$ cat src/shared/flash_host_pkg.sv
/*
  Constants for the parallel flash host controller: command codes, pin timing counts, field
  positions. Assumes a 20 MHz system clock and an asynchronous parallel flash on the far side.
*/
// Operation
// - Chip erase ends with data 10 written at word address 5555.
// - Sector erase ends with data 30 written.
// - Final sector erase address selects the sector; only that sector erases.
// - Output enable stays high while write enable and chip select are low.
// - Host holds each strobe high pulse at least 150 ns while polling.
// - Toggle polling keeps one unchanged address between reads.
// - Commands use the low data byte; upper byte and byte-mode bit ignored.
package flash_host_pkg;
  localparam int CLK_MHZ = 20;
  localparam int STROBE_HIGH_MIN_TIME_NS = 150;
  localparam int WRITE_PULSE_NS = 50;
  localparam int WRITE_HIGH_NS = 40;
  localparam int READ_ACCESS_NS = 90;
  localparam int PROGRAM_MAX_US = 50;
  localparam int NS_PER_CYC = 1000 / CLK_MHZ;
  localparam int STROBE_HIGH_CYC = (STROBE_HIGH_MIN_TIME_NS + NS_PER_CYC - 1) / NS_PER_CYC;
  localparam int WRITE_PULSE_CYC = (WRITE_PULSE_NS + NS_PER_CYC - 1) / NS_PER_CYC;
  localparam int WRITE_HIGH_CYC = (WRITE_HIGH_NS + NS_PER_CYC - 1) / NS_PER_CYC;
  localparam int READ_ACCESS_CYC = (READ_ACCESS_NS + NS_PER_CYC - 1) / NS_PER_CYC;
  localparam int PROGRAM_MAX_CYC = PROGRAM_MAX_US * CLK_MHZ;
  localparam int TOGGLE_BIT = 6;
  localparam int ADDR_W = 18;
  localparam int DATA_W = 16;
  localparam logic [17:0] ADDR_UNLOCK1 = 18'h05555;
  localparam logic [17:0] ADDR_UNLOCK2 = 18'h02AAA;
  localparam logic [7:0] DATA_UNLOCK1 = 8'hAA;
  localparam logic [7:0] DATA_UNLOCK2 = 8'h55;
  localparam logic [7:0] DATA_ERASE_SETUP = 8'h80;
  localparam logic [7:0] DATA_CHIP_ERASE = 8'h10;
  localparam logic [7:0] DATA_SECTOR_ERASE = 8'h30;
  localparam logic [7:0] DATA_PROGRAM = 8'hA0;
  localparam logic [7:0] DATA_ID_ENTRY = 8'h90;
  localparam logic [7:0] DATA_ID_EXIT = 8'hF0;
  localparam logic [7:0] DATA_LOCKOUT_SETUP = 8'h80;
  localparam logic [7:0] DATA_LOCKOUT = 8'h40;
  localparam logic [2:0] CMD_READ = 3'h0;
  localparam logic [2:0] CMD_PROGRAM = 3'h1;
  localparam logic [2:0] CMD_CHIP_ERASE = 3'h2;
  localparam logic [2:0] CMD_SECTOR_ERASE = 3'h3;
  localparam logic [2:0] CMD_ID_ENTRY = 3'h4;
  localparam logic [2:0] CMD_ID_EXIT = 3'h5;
  localparam logic [2:0] CMD_LOCKOUT = 3'h6;
endpackage

$ cat src/flash_bus_cycle.sv
/*
  One timed flash bus cycle: a write strobe or a read with data capture.
  Assumes the caller holds address and data steady while o_busy is high.
*/
`timescale 1ns/1ps
module flash_bus_cycle (
  input wire logic i_clk_sys,
  input wire logic i_resetn,
  input wire logic i_start,
  input wire logic i_write,
  input wire logic [15:0] i_data_in,
  output logic o_busy,
  output logic o_done,
  output logic [15:0] o_rdata,
  output logic o_ce_n,
  output logic o_oe_n,
  output logic o_we_n,
  output logic o_data_oe
);
  localparam int CW = 8;
  localparam logic [CW-1:0] PULSE_W = CW'(flash_host_pkg::WRITE_PULSE_CYC);
  localparam logic [CW-1:0] READ_W = CW'(flash_host_pkg::READ_ACCESS_CYC + 2);
  localparam logic [CW-1:0] HIGH_W = CW'(flash_host_pkg::STROBE_HIGH_CYC);

  typedef enum logic [1:0] {S_IDLE, S_LOW, S_HIGH} cyc_e;
  cyc_e state;
  logic is_write;
  logic [CW-1:0] cnt;

  // Data capture waits two extra cycles because the pins pass a two-stage synchroniser.
  always_ff @(posedge i_clk_sys or negedge i_resetn) begin
    if (!i_resetn) begin
      state <= S_IDLE;
      cnt <= '0;
      is_write <= 1'b0;
      o_ce_n <= 1'b1;
      o_oe_n <= 1'b1;
      o_we_n <= 1'b1;
      o_data_oe <= 1'b0;
      o_rdata <= 16'h0000;
      o_done <= 1'b0;
    end else begin
      o_done <= 1'b0;
      case (state)
        S_IDLE: begin
          if (i_start) begin
            state <= S_LOW;
            is_write <= i_write;
            cnt <= i_write ? PULSE_W : READ_W;
            o_ce_n <= 1'b0;
            o_oe_n <= i_write;
            o_we_n <= !i_write;
            o_data_oe <= i_write;
          end
        end
        S_LOW: begin
          if (cnt == CW'(1)) begin
            state <= S_HIGH;
            cnt <= HIGH_W;
            o_ce_n <= 1'b1;
            o_oe_n <= 1'b1;
            o_we_n <= 1'b1;
            if (!is_write) begin
              o_rdata <= i_data_in;
            end
          end else begin
            cnt <= cnt - CW'(1);
          end
        end
        S_HIGH: begin
          if (cnt == CW'(1)) begin
            state <= S_IDLE;
            o_data_oe <= 1'b0;
            o_done <= 1'b1;
          end else begin
            cnt <= cnt - CW'(1);
          end
        end
        default: state <= S_IDLE;
      endcase
    end
  end

  assign o_busy = (state != S_IDLE);
endmodule

$ cat src/flash_host_ctrl.sv
/*
  Host controller for an asynchronous parallel flash: runs unlock sequences, command writes,
  program, erase, identification entry and exit, lockout, reads and toggle-bit polling.
  Assumes one 20 MHz clock and a flash wired directly to the pins.
*/
`timescale 1ns/1ps
module flash_host_ctrl #(
  parameter int POLL_LIMIT = 20000000
) (
  input wire logic i_clk_sys,
  input wire logic i_resetn,
  input wire logic i_req_valid,
  output logic o_req_ready,
  input wire logic [2:0] i_req_cmd,
  input wire logic [17:0] i_req_addr,
  input wire logic [15:0] i_req_wdata,
  output logic o_resp_valid,
  output logic [15:0] o_resp_rdata,
  output logic o_resp_timeout,
  output logic [17:0] o_flash_addr,
  output logic [15:0] o_flash_dq_out,
  output logic o_flash_dq_oe,
  input wire logic [15:0] i_flash_dq_in,
  output logic o_flash_ce_n,
  output logic o_flash_oe_n,
  output logic o_flash_we_n,
  output logic o_flash_reset_n
);
  // Fewer than two polls can never see two reads agree, so elaboration stops.
  if (POLL_LIMIT < 2) begin : g_limit_check
    $error("POLL_LIMIT too small");
  end

  typedef enum logic [2:0] {S_IDLE, S_SEQ, S_WAIT, S_POLL, S_DONE} ctrl_e;
  ctrl_e state;
  logic [2:0] cmd;
  logic [17:0] addr;
  logic [15:0] wdata;
  logic [2:0] step;
  logic [2:0] nsteps;
  logic [31:0] poll_cnt;
  logic have_prev;
  logic prev_toggle;
  logic cyc_start;
  logic cyc_write;
  logic cyc_busy;
  logic cyc_done;
  logic [15:0] cyc_rdata;
  logic [15:0] dq_meta;
  logic [15:0] dq_sync;
  logic [17:0] next_addr;
  logic [15:0] next_data;

  always_ff @(posedge i_clk_sys or negedge i_resetn) begin
    if (!i_resetn) begin
      dq_meta <= 16'h0000;
      dq_sync <= 16'h0000;
    end else begin
      dq_meta <= i_flash_dq_in;
      dq_sync <= dq_meta;
    end
  end

  // Step tables: every command but read is preceded by the two unlock writes.
  always_comb begin
    next_addr = flash_host_pkg::ADDR_UNLOCK1;
    next_data = {8'h00, flash_host_pkg::DATA_UNLOCK1};
    if (step == 3'h1 || step == 3'h4) begin
      next_addr = flash_host_pkg::ADDR_UNLOCK2;
      next_data = {8'h00, flash_host_pkg::DATA_UNLOCK2};
    end else if (step == 3'h3) begin
      next_data = {8'h00, flash_host_pkg::DATA_UNLOCK1};
    end else if (step == 3'h2) begin
      case (cmd)
        flash_host_pkg::CMD_PROGRAM: next_data = {8'h00, flash_host_pkg::DATA_PROGRAM};
        flash_host_pkg::CMD_ID_ENTRY: next_data = {8'h00, flash_host_pkg::DATA_ID_ENTRY};
        flash_host_pkg::CMD_ID_EXIT: next_data = {8'h00, flash_host_pkg::DATA_ID_EXIT};
        flash_host_pkg::CMD_LOCKOUT: next_data = {8'h00, flash_host_pkg::DATA_LOCKOUT_SETUP};
        default: next_data = {8'h00, flash_host_pkg::DATA_ERASE_SETUP};
      endcase
    end else if (step == 3'h5) begin
      case (cmd)
        flash_host_pkg::CMD_CHIP_ERASE: next_data = {8'h00, flash_host_pkg::DATA_CHIP_ERASE};
        flash_host_pkg::CMD_SECTOR_ERASE: begin
          next_addr = addr;
          next_data = {8'h00, flash_host_pkg::DATA_SECTOR_ERASE};
        end
        default: next_data = {8'h00, flash_host_pkg::DATA_LOCKOUT};
      endcase
    end
    if (cmd == flash_host_pkg::CMD_PROGRAM && step == 3'h3) begin
      next_addr = addr;
      next_data = wdata;
    end
    if (cmd == flash_host_pkg::CMD_READ || state == S_POLL) begin
      next_addr = addr;
      next_data = 16'h0000;
    end
  end

  always_ff @(posedge i_clk_sys or negedge i_resetn) begin
    if (!i_resetn) begin
      state <= S_IDLE;
      cmd <= flash_host_pkg::CMD_READ;
      addr <= 18'h00000;
      wdata <= 16'h0000;
      step <= 3'h0;
      nsteps <= 3'h0;
      poll_cnt <= 32'h00000000;
      have_prev <= 1'b0;
      prev_toggle <= 1'b0;
      cyc_start <= 1'b0;
      cyc_write <= 1'b0;
      o_flash_addr <= 18'h00000;
      o_flash_dq_out <= 16'h0000;
      o_resp_valid <= 1'b0;
      o_resp_rdata <= 16'h0000;
      o_resp_timeout <= 1'b0;
    end else begin
      cyc_start <= 1'b0;
      o_resp_valid <= 1'b0;
      case (state)
        S_IDLE: begin
          if (i_req_valid) begin
            cmd <= i_req_cmd;
            addr <= i_req_addr;
            wdata <= i_req_wdata;
            step <= 3'h0;
            o_resp_timeout <= 1'b0;
            case (i_req_cmd)
              flash_host_pkg::CMD_READ: nsteps <= 3'h1;
              flash_host_pkg::CMD_PROGRAM: nsteps <= 3'h4;
              flash_host_pkg::CMD_ID_ENTRY: nsteps <= 3'h3;
              flash_host_pkg::CMD_ID_EXIT: nsteps <= 3'h3;
              default: nsteps <= 3'h6;
            endcase
            state <= S_SEQ;
          end
        end
        S_SEQ: begin
          o_flash_addr <= next_addr;
          o_flash_dq_out <= next_data;
          cyc_write <= (cmd != flash_host_pkg::CMD_READ);
          cyc_start <= 1'b1;
          state <= S_WAIT;
        end
        S_WAIT: begin
          if (cyc_done) begin
            if (cmd == flash_host_pkg::CMD_READ || (step == nsteps && cyc_write == 1'b0)) begin
              if (have_prev && prev_toggle == cyc_rdata[flash_host_pkg::TOGGLE_BIT]) begin
                o_resp_rdata <= cyc_rdata;
                o_resp_valid <= 1'b1;
                have_prev <= 1'b0;
                state <= S_IDLE;
              end else if (cmd == flash_host_pkg::CMD_READ) begin
                o_resp_rdata <= cyc_rdata;
                o_resp_valid <= 1'b1;
                state <= S_IDLE;
              end else begin
                have_prev <= 1'b1;
                prev_toggle <= cyc_rdata[flash_host_pkg::TOGGLE_BIT];
                state <= S_POLL;
              end
            end else if (step + 3'h1 == nsteps) begin
              step <= nsteps;
              if (cmd == flash_host_pkg::CMD_PROGRAM || cmd == flash_host_pkg::CMD_CHIP_ERASE ||
                  cmd == flash_host_pkg::CMD_SECTOR_ERASE) begin
                poll_cnt <= 32'h00000000;
                have_prev <= 1'b0;
                state <= S_POLL;
              end else begin
                state <= S_DONE;
              end
            end else begin
              step <= step + 3'h1;
              state <= S_SEQ;
            end
          end
        end
        S_POLL: begin
          // Each poll is a full read whose high time already meets the strobe minimum.
          if (poll_cnt == 32'(POLL_LIMIT)) begin
            o_resp_timeout <= 1'b1;
            have_prev <= 1'b0;
            state <= S_DONE;
          end else begin
            poll_cnt <= poll_cnt + 32'h00000001;
            o_flash_addr <= next_addr;
            cyc_write <= 1'b0;
            cyc_start <= 1'b1;
            state <= S_WAIT;
          end
        end
        S_DONE: begin
          o_resp_rdata <= 16'h0000;
          o_resp_valid <= 1'b1;
          state <= S_IDLE;
        end
        default: state <= S_IDLE;
      endcase
    end
  end

  flash_bus_cycle u_cycle (
    .i_clk_sys(i_clk_sys),
    .i_resetn(i_resetn),
    .i_start(cyc_start),
    .i_write(cyc_write),
    .i_data_in(dq_sync),
    .o_busy(cyc_busy),
    .o_done(cyc_done),
    .o_rdata(cyc_rdata),
    .o_ce_n(o_flash_ce_n),
    .o_oe_n(o_flash_oe_n),
    .o_we_n(o_flash_we_n),
    .o_data_oe(o_flash_dq_oe)
  );

  assign o_req_ready = (state == S_IDLE) && !cyc_busy;
  // The flash reset pin is held released; power cycling clears identification mode by itself.
  assign o_flash_reset_n = 1'b1;
endmodule

$ cat config.mk
export PLATFORM = sky130hd
export DESIGN_NAME = flash_host_ctrl
export DESIGN_NICKNAME = d
export VERILOG_FILES = /design/src/shared/flash_host_pkg.sv /design/src/flash_bus_cycle.sv /design/src/flash_host_ctrl.sv
export SDC_FILE = /design/constraint.sdc
export NUM_CORES = 1
export LEC_CHECK = 0
export BUFFER_PORTS_ARGS = -buffer_cell sky130_fd_sc_hd__buf_2
export CAP_MARGIN = 5
export CORE_MARGIN = 5
export CORE_UTILIZATION = 57
export CTS_BUF_LIST = sky130_fd_sc_hd__clkbuf_4 sky130_fd_sc_hd__clkbuf_8
export CTS_CLUSTER_SIZE = 16
export DETAILED_ROUTE_END_ITERATION = 7
export GPL_ROUTABILITY_DRIVEN = 1
export MAX_ROUTING_LAYER = met4
export PLACE_DENSITY = 0.89
export SYNTH_ARGS = -nofsm -noshare
export SYNTH_HDL_FRONTEND = slang
export SYNTH_SLANG_ARGS = --single-unit
export TNS_END_PERCENT = 20
$ cat constraint.sdc
create_clock -name i_clk_sys -period 3 [get_ports i_clk_sys]
set_input_delay 0.15 -clock i_clk_sys [delete_from_list [all_inputs] [get_ports i_clk_sys]]
set_output_delay 0.15 -clock i_clk_sys [all_outputs]
set_load 0.01 [all_outputs]
==> results of run 1 <==
## registers in the layout, summed over array words and instances (netlist names), 3 cells and up
signal,count
wdata,16
o_resp_rdata,16
poll_cnt,32
state,3
nsteps,3
dq_meta,16
u_cycle.cnt,8
cmd,3
step,3
u_cycle.o_rdata,16
o_flash_dq_out,16
dq_sync,16
addr,18
o_flash_addr,18
## layer usage
layer  share of wire (%)  global-route usage (%)
met1                  38                    31.3
met2                  49                    43.2
met3                 7.0                    6.34
met4                 5.7                    15.4
met5                   0                       -
## worst paths after layout
kind	from	to	slack, ns	depth (start not counted)
min reg2reg	dq_meta[13]	dq_sync[13]	0.36	0
max reg2reg	poll_cnt[22]	o_flash_addr[16]	0.1	6
min	i_req_valid	state[0]	0.1	4
min in group asynchronous	i_resetn	addr[11]	0.32	2
max in group asynchronous	i_resetn	o_resp_rdata[14]	1.73	3
max	poll_cnt[22]	o_flash_addr[16]	0.1	6
## power groups by stage
stage	clock network [mW]	logic [mW]	registers, mW
floorplan	0	1.89	3.87
global placement	0	2.60	3.92
detailed placement	0	2.74	3.96
CTS	1.80	2.80	3.92
global route	1.93	3.16	4.05
finish	1.81	2.86	3.97
## layout make-up
cell class                      count  area [µm²]  share of cell area (%)
Antenna cell                        1        2.50                  0.0240
Clock buffer                       19         255                    2.45
Clock inverter                     13         164                    1.57
Inverter                           22        82.6                   0.793
Multi-Input combinational cell    584        3410                    32.8
Sequential cell                   198        4960                    47.6
Tap cell                          188         235                    2.26
Timing Repair Buffer              190        1300                    12.5
## per-stage QoR
stage	hold WS, ns	cell area (µm²)	setup slack, ns	utilization, %	power (mW)
floorplan	-0.146	8660	0.451	-	5.77
global placement	0.258	9450	0.395	62.9	6.52
detailed placement	0.260	9450	0.208	62.9	6.70
CTS	0.0731	10400	0.167	69.3	8.52
global route	0.139	10400	0.0514	69.3	9.15
finish	0.0964	10400	0.0960	69.3	8.64
## synth_stat cells (3+ instances only)
cell and number:
a211o_1 3, a21boi_0 5, a21o_1 4, a21oi_1 27, a22o_1 19, a2bb2oi_1 11
a31o_2 4, a31oi_1 16, a41oi_1 3, and2_1 5, and3_1 7, clkbuf_1 41
dfrtp_1 195, dfstp_2 3, ha_1 12, inv_1 21, mux2_2 7, mux2_4 10
mux2i_1 5, nand2_1 204, nand2b_1 13, nand3_1 39, nand4_1 16, nor2_1 41
nor2b_1 4, nor3_1 12, nor3b_1 4, nor4_1 10, nor4b_1 7, o211ai_1 3
o21a_1 5, o21ai_0 22, o22ai_1 4, o31ai_1 4, or3_1 9, xnor2_1 6
xor2_1 7
## tightest hold or removal path: stages
cell	delay [ns]
buf_2	0.11
mux2i_1	0.10
or3_1	0.13
a21oi_1	0.04
## what timing repair did
item	CTS	global route
hold endpoints to repair	152	0
buffers inserted	0	0
setup endpoints to repair	0	0
hold buffers	54	0
## kinds of logic after synthesis
family | Yosys count
adder cells (fa/ha/maj) | 13
other | 1
flip-flops | 198
AO/OA/AOI/OAI | 147
XOR/XNOR | 13
AND/OR/NAND/NOR | 388
multiplexers | 22
buffers and inverters | 69
==> impl_metrics.yaml, run 1 <==
placed_design:
  io_buffers: 112
  dpl.hpwl_mm: 14.2
  gp_congestion: 0.900
  dp_cells: 1128
route:
  dr_total_vias: 7285
  antenna_left: 0
  wl_per_cell_um: 18.5
  drc: 0
  dr.pass1.iters: 6
  drtIter0Drc: 827
  vias_per_cell: 6.00
  finalWirelength_mm: 22.5
final_layout:
  fillCellCount: 944
  area_delta_synth_final_pct: 20.2
  final_common_cell: "nand2_1"
  final_cells: 1215
  drive_above_1_share_pct: 19.3
  mostFrequentLayoutCells: "204 x nand2_1, 195 x dfrtp_1, 111 x buf_2"
  nNetsFinal: 1081
die:
  pin_count: 114
  initial_utilization_pct: 57.6
  rows: 45
  die_x_um: 133
  die_area_um2: 17800
  coreArea_um2: 15000
  die_h_um: 133
timing:
  fin_worst_skew_ns: 0.0222
  slew_viol_final: 0
  timing_hold_violations_final: 0
  relSlewSlack_pct: 24.4
  fin_tns_setup_ns: 0
  fmax_mhz: 344
  fin_crit_ns: 2.90
  setup_viol: 0
  worst_pin_slew_ns: 1.12
  grt_setup_unrepaired: "no"
  finalCritPeriodShare_pct: 96.8
global_route:
  antenna_found_initial: 1
  gr-usage-all-layers_pct: 26.9
  grt-ovfl-total: 0
  grt_pass1_wl_mm: 37.4
  grt_pass1_vias: 7652
  grt_max_degree: 103
critical_path:
  start_kind: "register"
  end_kind: "register"
  crit_type: "register to register"
  crit_slowest_cell: "nor2_1"
  worst_path_largest_cell_delay_ns: 0.56
  critical_path.cell_chain: "nor4b_1 > nand4_1 > o21a_1 > nor2_1 > inv_1 > a31o_2"
  required_ns: 3.36
  crit_fanout: 11
  critPathBufInv: 1
  cpLargestDelayFamily: "simple AND/OR/NAND/NOR gates"
  arrival_ns: 3.27
power:
  power_frac_clock_pct: 21.0
  switching_share_pct: 37.6
  pwr-share-seq_pct: 45.9
  p_per_area_nw_per_um2: 830
  p_leak_nw: 5.10
  combPwrFrac_pct: 33.1
  vdd_drop_max_uv: 666
  p_sw_mw: 3.25
  p_int_mw: 5.39
synth:
  synth_edf_count: 0
  syn_area_um2: 8660
  yosysSeqAreaShare_pct: 57.2
  yosysWarnings: 0
  synth_mux_area_share_pct: 3.22
  syn_area_per_cell_um2: 10.2
  async_flop_share_pct: 100
  synth_top_family_by_area: "simple AND/OR/NAND/NOR gates"
  synth_top_cells_by_area: "dfrtp_1 56%, nand2_1 8.8%, nand3_1 2.3%"
  synthAdderAreaFrac_pct: 1.85
  syn_nets: 919
  synth_top_cell_area_share_pct: 56.3
  yosys.area_share.simple_pct: 21.1
  synth-main-ff-cell: "dfrtp_1"
  synthXorXnorAreaFrac_pct: 1.31
  synth_cell_types: 68
  synth_compound_area_share_pct: 11.9
  synth_top_area_cell: "dfrtp_1"
  post_synth_inst_count: 851
  synth-seq-cells: 198
cts:
  htreeDepth: 4
  clkTransAtPathRegs_ns: 0.10
  tritoncts_num_sinks: 198
  clockBufferDepth: 2
  cts-root-buf: "clkbuf_8"
  cts_tree: "done"
  clk_latency_ns: 0.48
  cts_buffers: 17
  cts_resized: 0
status:
  outcome: "complete, no violations"
job:
  cap_violations: 0
min_path:
  hold_path.class: "input pin to register"
Power figures use the tool's default switching activity.
==> inputs of run 2 (changes only) <==
- SETUP_SLACK_MARGIN: unset -> 0.4
- TNS_END_PERCENT: 20 -> 5
- clock period: 3 -> 3.6 ns (I/O delays scaled with it)
==> impl_metrics.yaml, run 2 (synthesis results as in run 1) <==
placed_design:
  gp_congestion: 0.918
  io_buffers: 112
  dpl.hpwl_mm: 13.5
  place_ws_ns: 0.723
  dp_cells: 1116
  placed_area_um2: 9350
final_layout:
  fillCellCount: 992
  finish.instance_area_um2: 10300
  ff_latch_area_um2: 4960
  drive_above_1_share_pct: 18.4
  nNetsFinal: 1069
  final_common_cell: "nand2_1"
  area_delta_synth_final_pct: 18.5
  regMostFlops: "poll_cnt"
  multiInputGateArea_um2: 3410
  mostFrequentLayoutCells: "204 x nand2_1, 195 x dfrtp_1, 111 x buf_2"
  largest_reg_flops: 32
  reg_top3: "poll_cnt x32, addr x18, o_flash_addr x18"
  final_cells: 1202
power:
  pwr-share-seq_pct: 47.0
  combPwrFrac_pct: 33.5
  p_per_area_nw_per_um2: 681
  p_sw_mw: 2.60
  p_total_mw: 6.99
  power_frac_clock_pct: 19.5
  switching_share_pct: 37.2
  vdd_drop_max_uv: 443
  p_int_mw: 4.39
  p_leak_nw: 5.00
route:
  antenna_left: 0
  wl_per_cell_um: 17.9
  drtIter0Drc: 735
  vias_per_cell: 5.95
  finalWirelength_mm: 21.5
  dr.pass1.iters: 5
  drc: 0
  dr_total_vias: 7155
cts:
  tritoncts_num_sinks: 198
  clk_latency_ns: 0.47
  clockBufferDepth: 2
  htreeDepth: 4
  cts_tree: "done"
  cts_buffers: 17
  post-cts-setup-buffers: 0
  clkTransAtPathRegs_ns: 0.10
  cts-root-buf: "clkbuf_8"
critical_path:
  required_ns: 3.95
  crit_fanout: 16
  arrival_ns: 3.24
  crit_type: "register to register"
  start_kind: "register"
  end_kind: "register"
global_route:
  antenna_found_initial: 1
  grt_max_degree: 134
  grt-ovfl-total: 0
  grt_pass1_vias: 7276
  gr-usage-all-layers_pct: 25.8
  grt_pass1_wl_mm: 36.0
die:
  coreArea_um2: 15000
  pin_count: 114
  initial_utilization_pct: 57.6
  die_area_um2: 17800
  die_x_um: 133
  rows: 45
  die_h_um: 133
job:
  cap_violations: 0
timing:
  setup_viol: 0
  worst_pin_slew_ns: 1.20
  relSlewSlack_pct: 18.6
  fin_ws_ns: 0.714
  timing_hold_violations_final: 0
  fin_crit_ns: 2.89
  fin_tns_setup_ns: 0
  grt_setup_unrepaired: "no"
  fin_worst_skew_ns: 0.0159
  finalCritPeriodShare_pct: 80.2
  fmax_mhz: 346
  slew_viol_final: 0
min_path:
  hold_path.class: "input pin to register"
status:
  outcome: "complete, no violations"
==> run 2: worst max-delay path, cell delays in order (launching register included) <==
cell and delay (ns):
dfrtp_1 0.42, or4_4 0.58, or4b_4 0.55, or3_1 0.76, mux2_4 0.46
==> run 2: final cells by class <==
class / count / share of cell area, %
flip-flops and latches: 198 / 48.3
clock buffers: 21 / 2.63
repair buffers: 178 / 11.7
diodes: 1 / 0.0244
well taps: 188 / 2.29
clock inverters: 10 / 0.951
multi-input cells: 584 / 33.3
inverters: 22 / 0.841
==> run 2: stage by stage <==
stage	utilization (%)	hold slack, ns
floorplan	-	-0.116
global placement	62.2	0.288
detailed placement	62.2	0.289
CTS	68.2	0.126
global route	68.3	0.168
finish	68.3	0.148
==> run 2: layer usage <==
metal | track usage, % | wire length, µm
met1 | 32.7 | 8660
met2 | 40.7 | 10500
met3 | 5.59 | 1520
met4 | 10.6 | 850
met5 | - | 0
==> run 2: worst paths after layout <==
check                                    start            endpoint  slack [ns]  cells after the start
worst max register to register  u_cycle.cnt[5]  u_cycle.o_rdata[2]        0.71                      4
min in group asynchronous             i_resetn             addr[2]        0.38                      2
worst min register to register      dq_meta[0]          dq_sync[0]        0.35                      0
worst max-delay path            u_cycle.cnt[5]  u_cycle.o_rdata[2]        0.71                      4
worst min-delay path               i_req_valid            state[0]        0.15                      4
max in group asynchronous             i_resetn   o_flash_dq_out[7]        2.19                      3
==> run 2: power by group through the flow <==
stage	Combinational [mW]	Sequential (mW)	Clock, mW
final	2.34	3.29	1.36
after global routing	2.59	3.36	1.47
after CTS	2.30	3.26	1.37
after detailed placement	2.25	3.29	0
after global placement	2.14	3.27	0
after floorplan	1.58	3.23	0
==> run 2: repair_timing <==
action | 4_1_cts | 5_1_grt
hold buffers | 54 | 0
gates resized for setup | 0 | 1
endpoints found under the hold margin | 182 | 0
endpoints found under the setup margin | 0 | 7
==> inputs of run 3 (changes only) <==
- CORE_UTILIZATION: 57 -> 54
- PLACE_DENSITY: 0.89 -> 0.88
- clock period: 3.6 -> 2.6 ns (I/O delays scaled with it)
==> impl_metrics.yaml, run 3 (synthesis results as in run 1) <==
route:
  wl_per_cell_um: 18.5
  drtIter0Drc: 796
  antenna_left: 0
  vias_per_cell: 5.88
  dr_total_vias: 7333
  finalWirelength_mm: 23.1
  dr.pass1.iters: 7
  drc: 0
final_layout:
  final_common_cell: "nand2_1"
  area_delta_synth_final_pct: 21.3
  largest_reg_flops: 32
  regMostFlops: "poll_cnt"
  drive_above_1_share_pct: 20.4
  nNetsFinal: 1087
  mostFrequentLayoutCells: "203 x nand2_1, 195 x dfrtp_1, 111 x buf_2"
  reg_top3: "poll_cnt x32, addr x18, o_flash_addr x18"
  diodes: 0
  utilization_pct: 66.4
timing:
  relSlewSlack_pct: 56.0
  fmax_mhz: 411
  worst_pin_slew_ns: 0.660
  fin_hold_ws_ns: 0.111
  grt_setup_unrepaired: "yes"
  setup_viol: 0
  timing_hold_violations_final: 0
  fin_crit_ns: 2.43
  fin_tns_setup_ns: 0
  finalCritPeriodShare_pct: 93.6
  fin_worst_skew_ns: 0.0210
  slew_viol_final: 0
placed_design:
  io_buffers: 112
  dpl.hpwl_mm: 13.7
  gp_congestion: 0.890
global_route:
  antenna_found_initial: 0
  grt-ovfl-total: 0
  grt_pass1_wl_mm: 36.4
  grt_max_degree: 83
  gr-usage-all-layers_pct: 25.5
  grt_pass1_vias: 7257
die:
  initial_utilization_pct: 54.7
  rows: 46
  die_h_um: 137
  die_x_um: 137
  pin_count: 114
  coreArea_um2: 15800
  die_area_um2: 18700
critical_path:
  end_kind: "register"
  reg2reg_from: "u_cycle.cnt[2]"
  crit_type: "register to register"
  crit_fanout: 16
  crit_start: "u_cycle.cnt[2]"
  start_kind: "register"
  arrival_ns: 2.79
  required_ns: 2.96
cts:
  cts-root-buf: "clkbuf_8"
  tritoncts_num_sinks: 198
  cts_buffers: 17
  clk_latency_ns: 0.48
  cts_tree: "done"
  clkTransAtPathRegs_ns: 0.11
  htreeDepth: 4
  clockBufferDepth: 2
min_path:
  hold_path.startpoint: "i_req_valid"
  hold_path.class: "input pin to register"
job:
  cap_violations: 0
power:
  vdd_drop_max_uv: 626
  p_leak_nw: 5.13
  p_per_area_nw_per_um2: 950
status:
  outcome: "complete, no violations"
## run 3: cell count changes in the layout (fill, tap and decap cells not counted), moves of 2 or more
cell        previous run  this run
buf_12                 0         3
buf_4                 12        27
clkbuf_4               3         1
clkinvlp_4             4         2
inv_8                  0         2
nor4_1                10         8
nor4_2                 1         3
## run 3: layout make-up
type | count | area, µm²
Fill cell | 1092 | 5320
Sequential cell | 198 | 4960
Multi-Input combinational cell | 584 | 3460
Timing Repair Buffer | 196 | 1370
Tap cell | 216 | 270
Clock buffer | 20 | 269
Clock inverter | 12 | 96.3
Inverter | 22 | 82.6
## run 3: worst paths after layout
check	endpoint	slack, ns	cells past startpoint
setup reg to reg	u_cycle.o_rdata[4]	0.17	5
hold / removal	state[0]	0.11	4
hold reg to reg	dq_sync[4]	0.36	0
setup / recovery	u_cycle.o_rdata[4]	0.17	5
max in group asynchronous	u_cycle.o_ce_n	1.55	3
min in group asynchronous	dq_sync[14]	0.23	2
## run 3: layer usage
| metal | track usage [%] | wire length [µm] | up-vias | share of wire [%] |
|---|---|---|---|---|
| met2 | 41.2 | 11500 | 390 | 50 |
| met4 | 11.0 | 909 | 0 | 3.9 |
| met3 | 5.48 | 1620 | 75 | 7.0 |
| met5 | - | 0 | - | 0 |
| li1 | - | - | 3288 | - |
| met1 | 31.2 | 8990 | 3580 | 39 |
## run 3: repair_timing
item	CTS	global route
buffers inserted	4	1
resized for setup	1	8
setup endpoints to repair	63	94
hold buffers	54	0
pin swaps	1	1
endpoints found under the hold margin	136	0
## run 3: stage by stage
step                      area [µm²]  cells  setup WS [ns]  power [mW]
after floorplan                 8660    851         0.0515        6.66
after global placement          9520   1157          0.149        7.56
after detailed placement        9520   1157          0.125        7.76
after CTS                      10500   1247          0.171        9.73
after global routing           10500   1248          0.129        10.5
final                          10500   1248          0.167        9.99
## run 3: where the power goes
| part | internal (mW) | total [mW] | switching (mW) |
|---|---|---|---|
| Sequential | 3.90 | 4.59 | 0.689 |
| Combinational | 1.50 | 3.50 | 2.01 |
| Clock | 0.742 | 1.89 | 1.15 |
| Total | 6.14 | 9.99 | 3.84 |
## run 3: worst max-delay path, stage by stage (launching register included)
cell,delay (ns)
dfrtp_1,0.40
or4_4,0.56
or4b_4,0.53
or3_4,0.35
buf_12,0.17
mux2_4,0.30
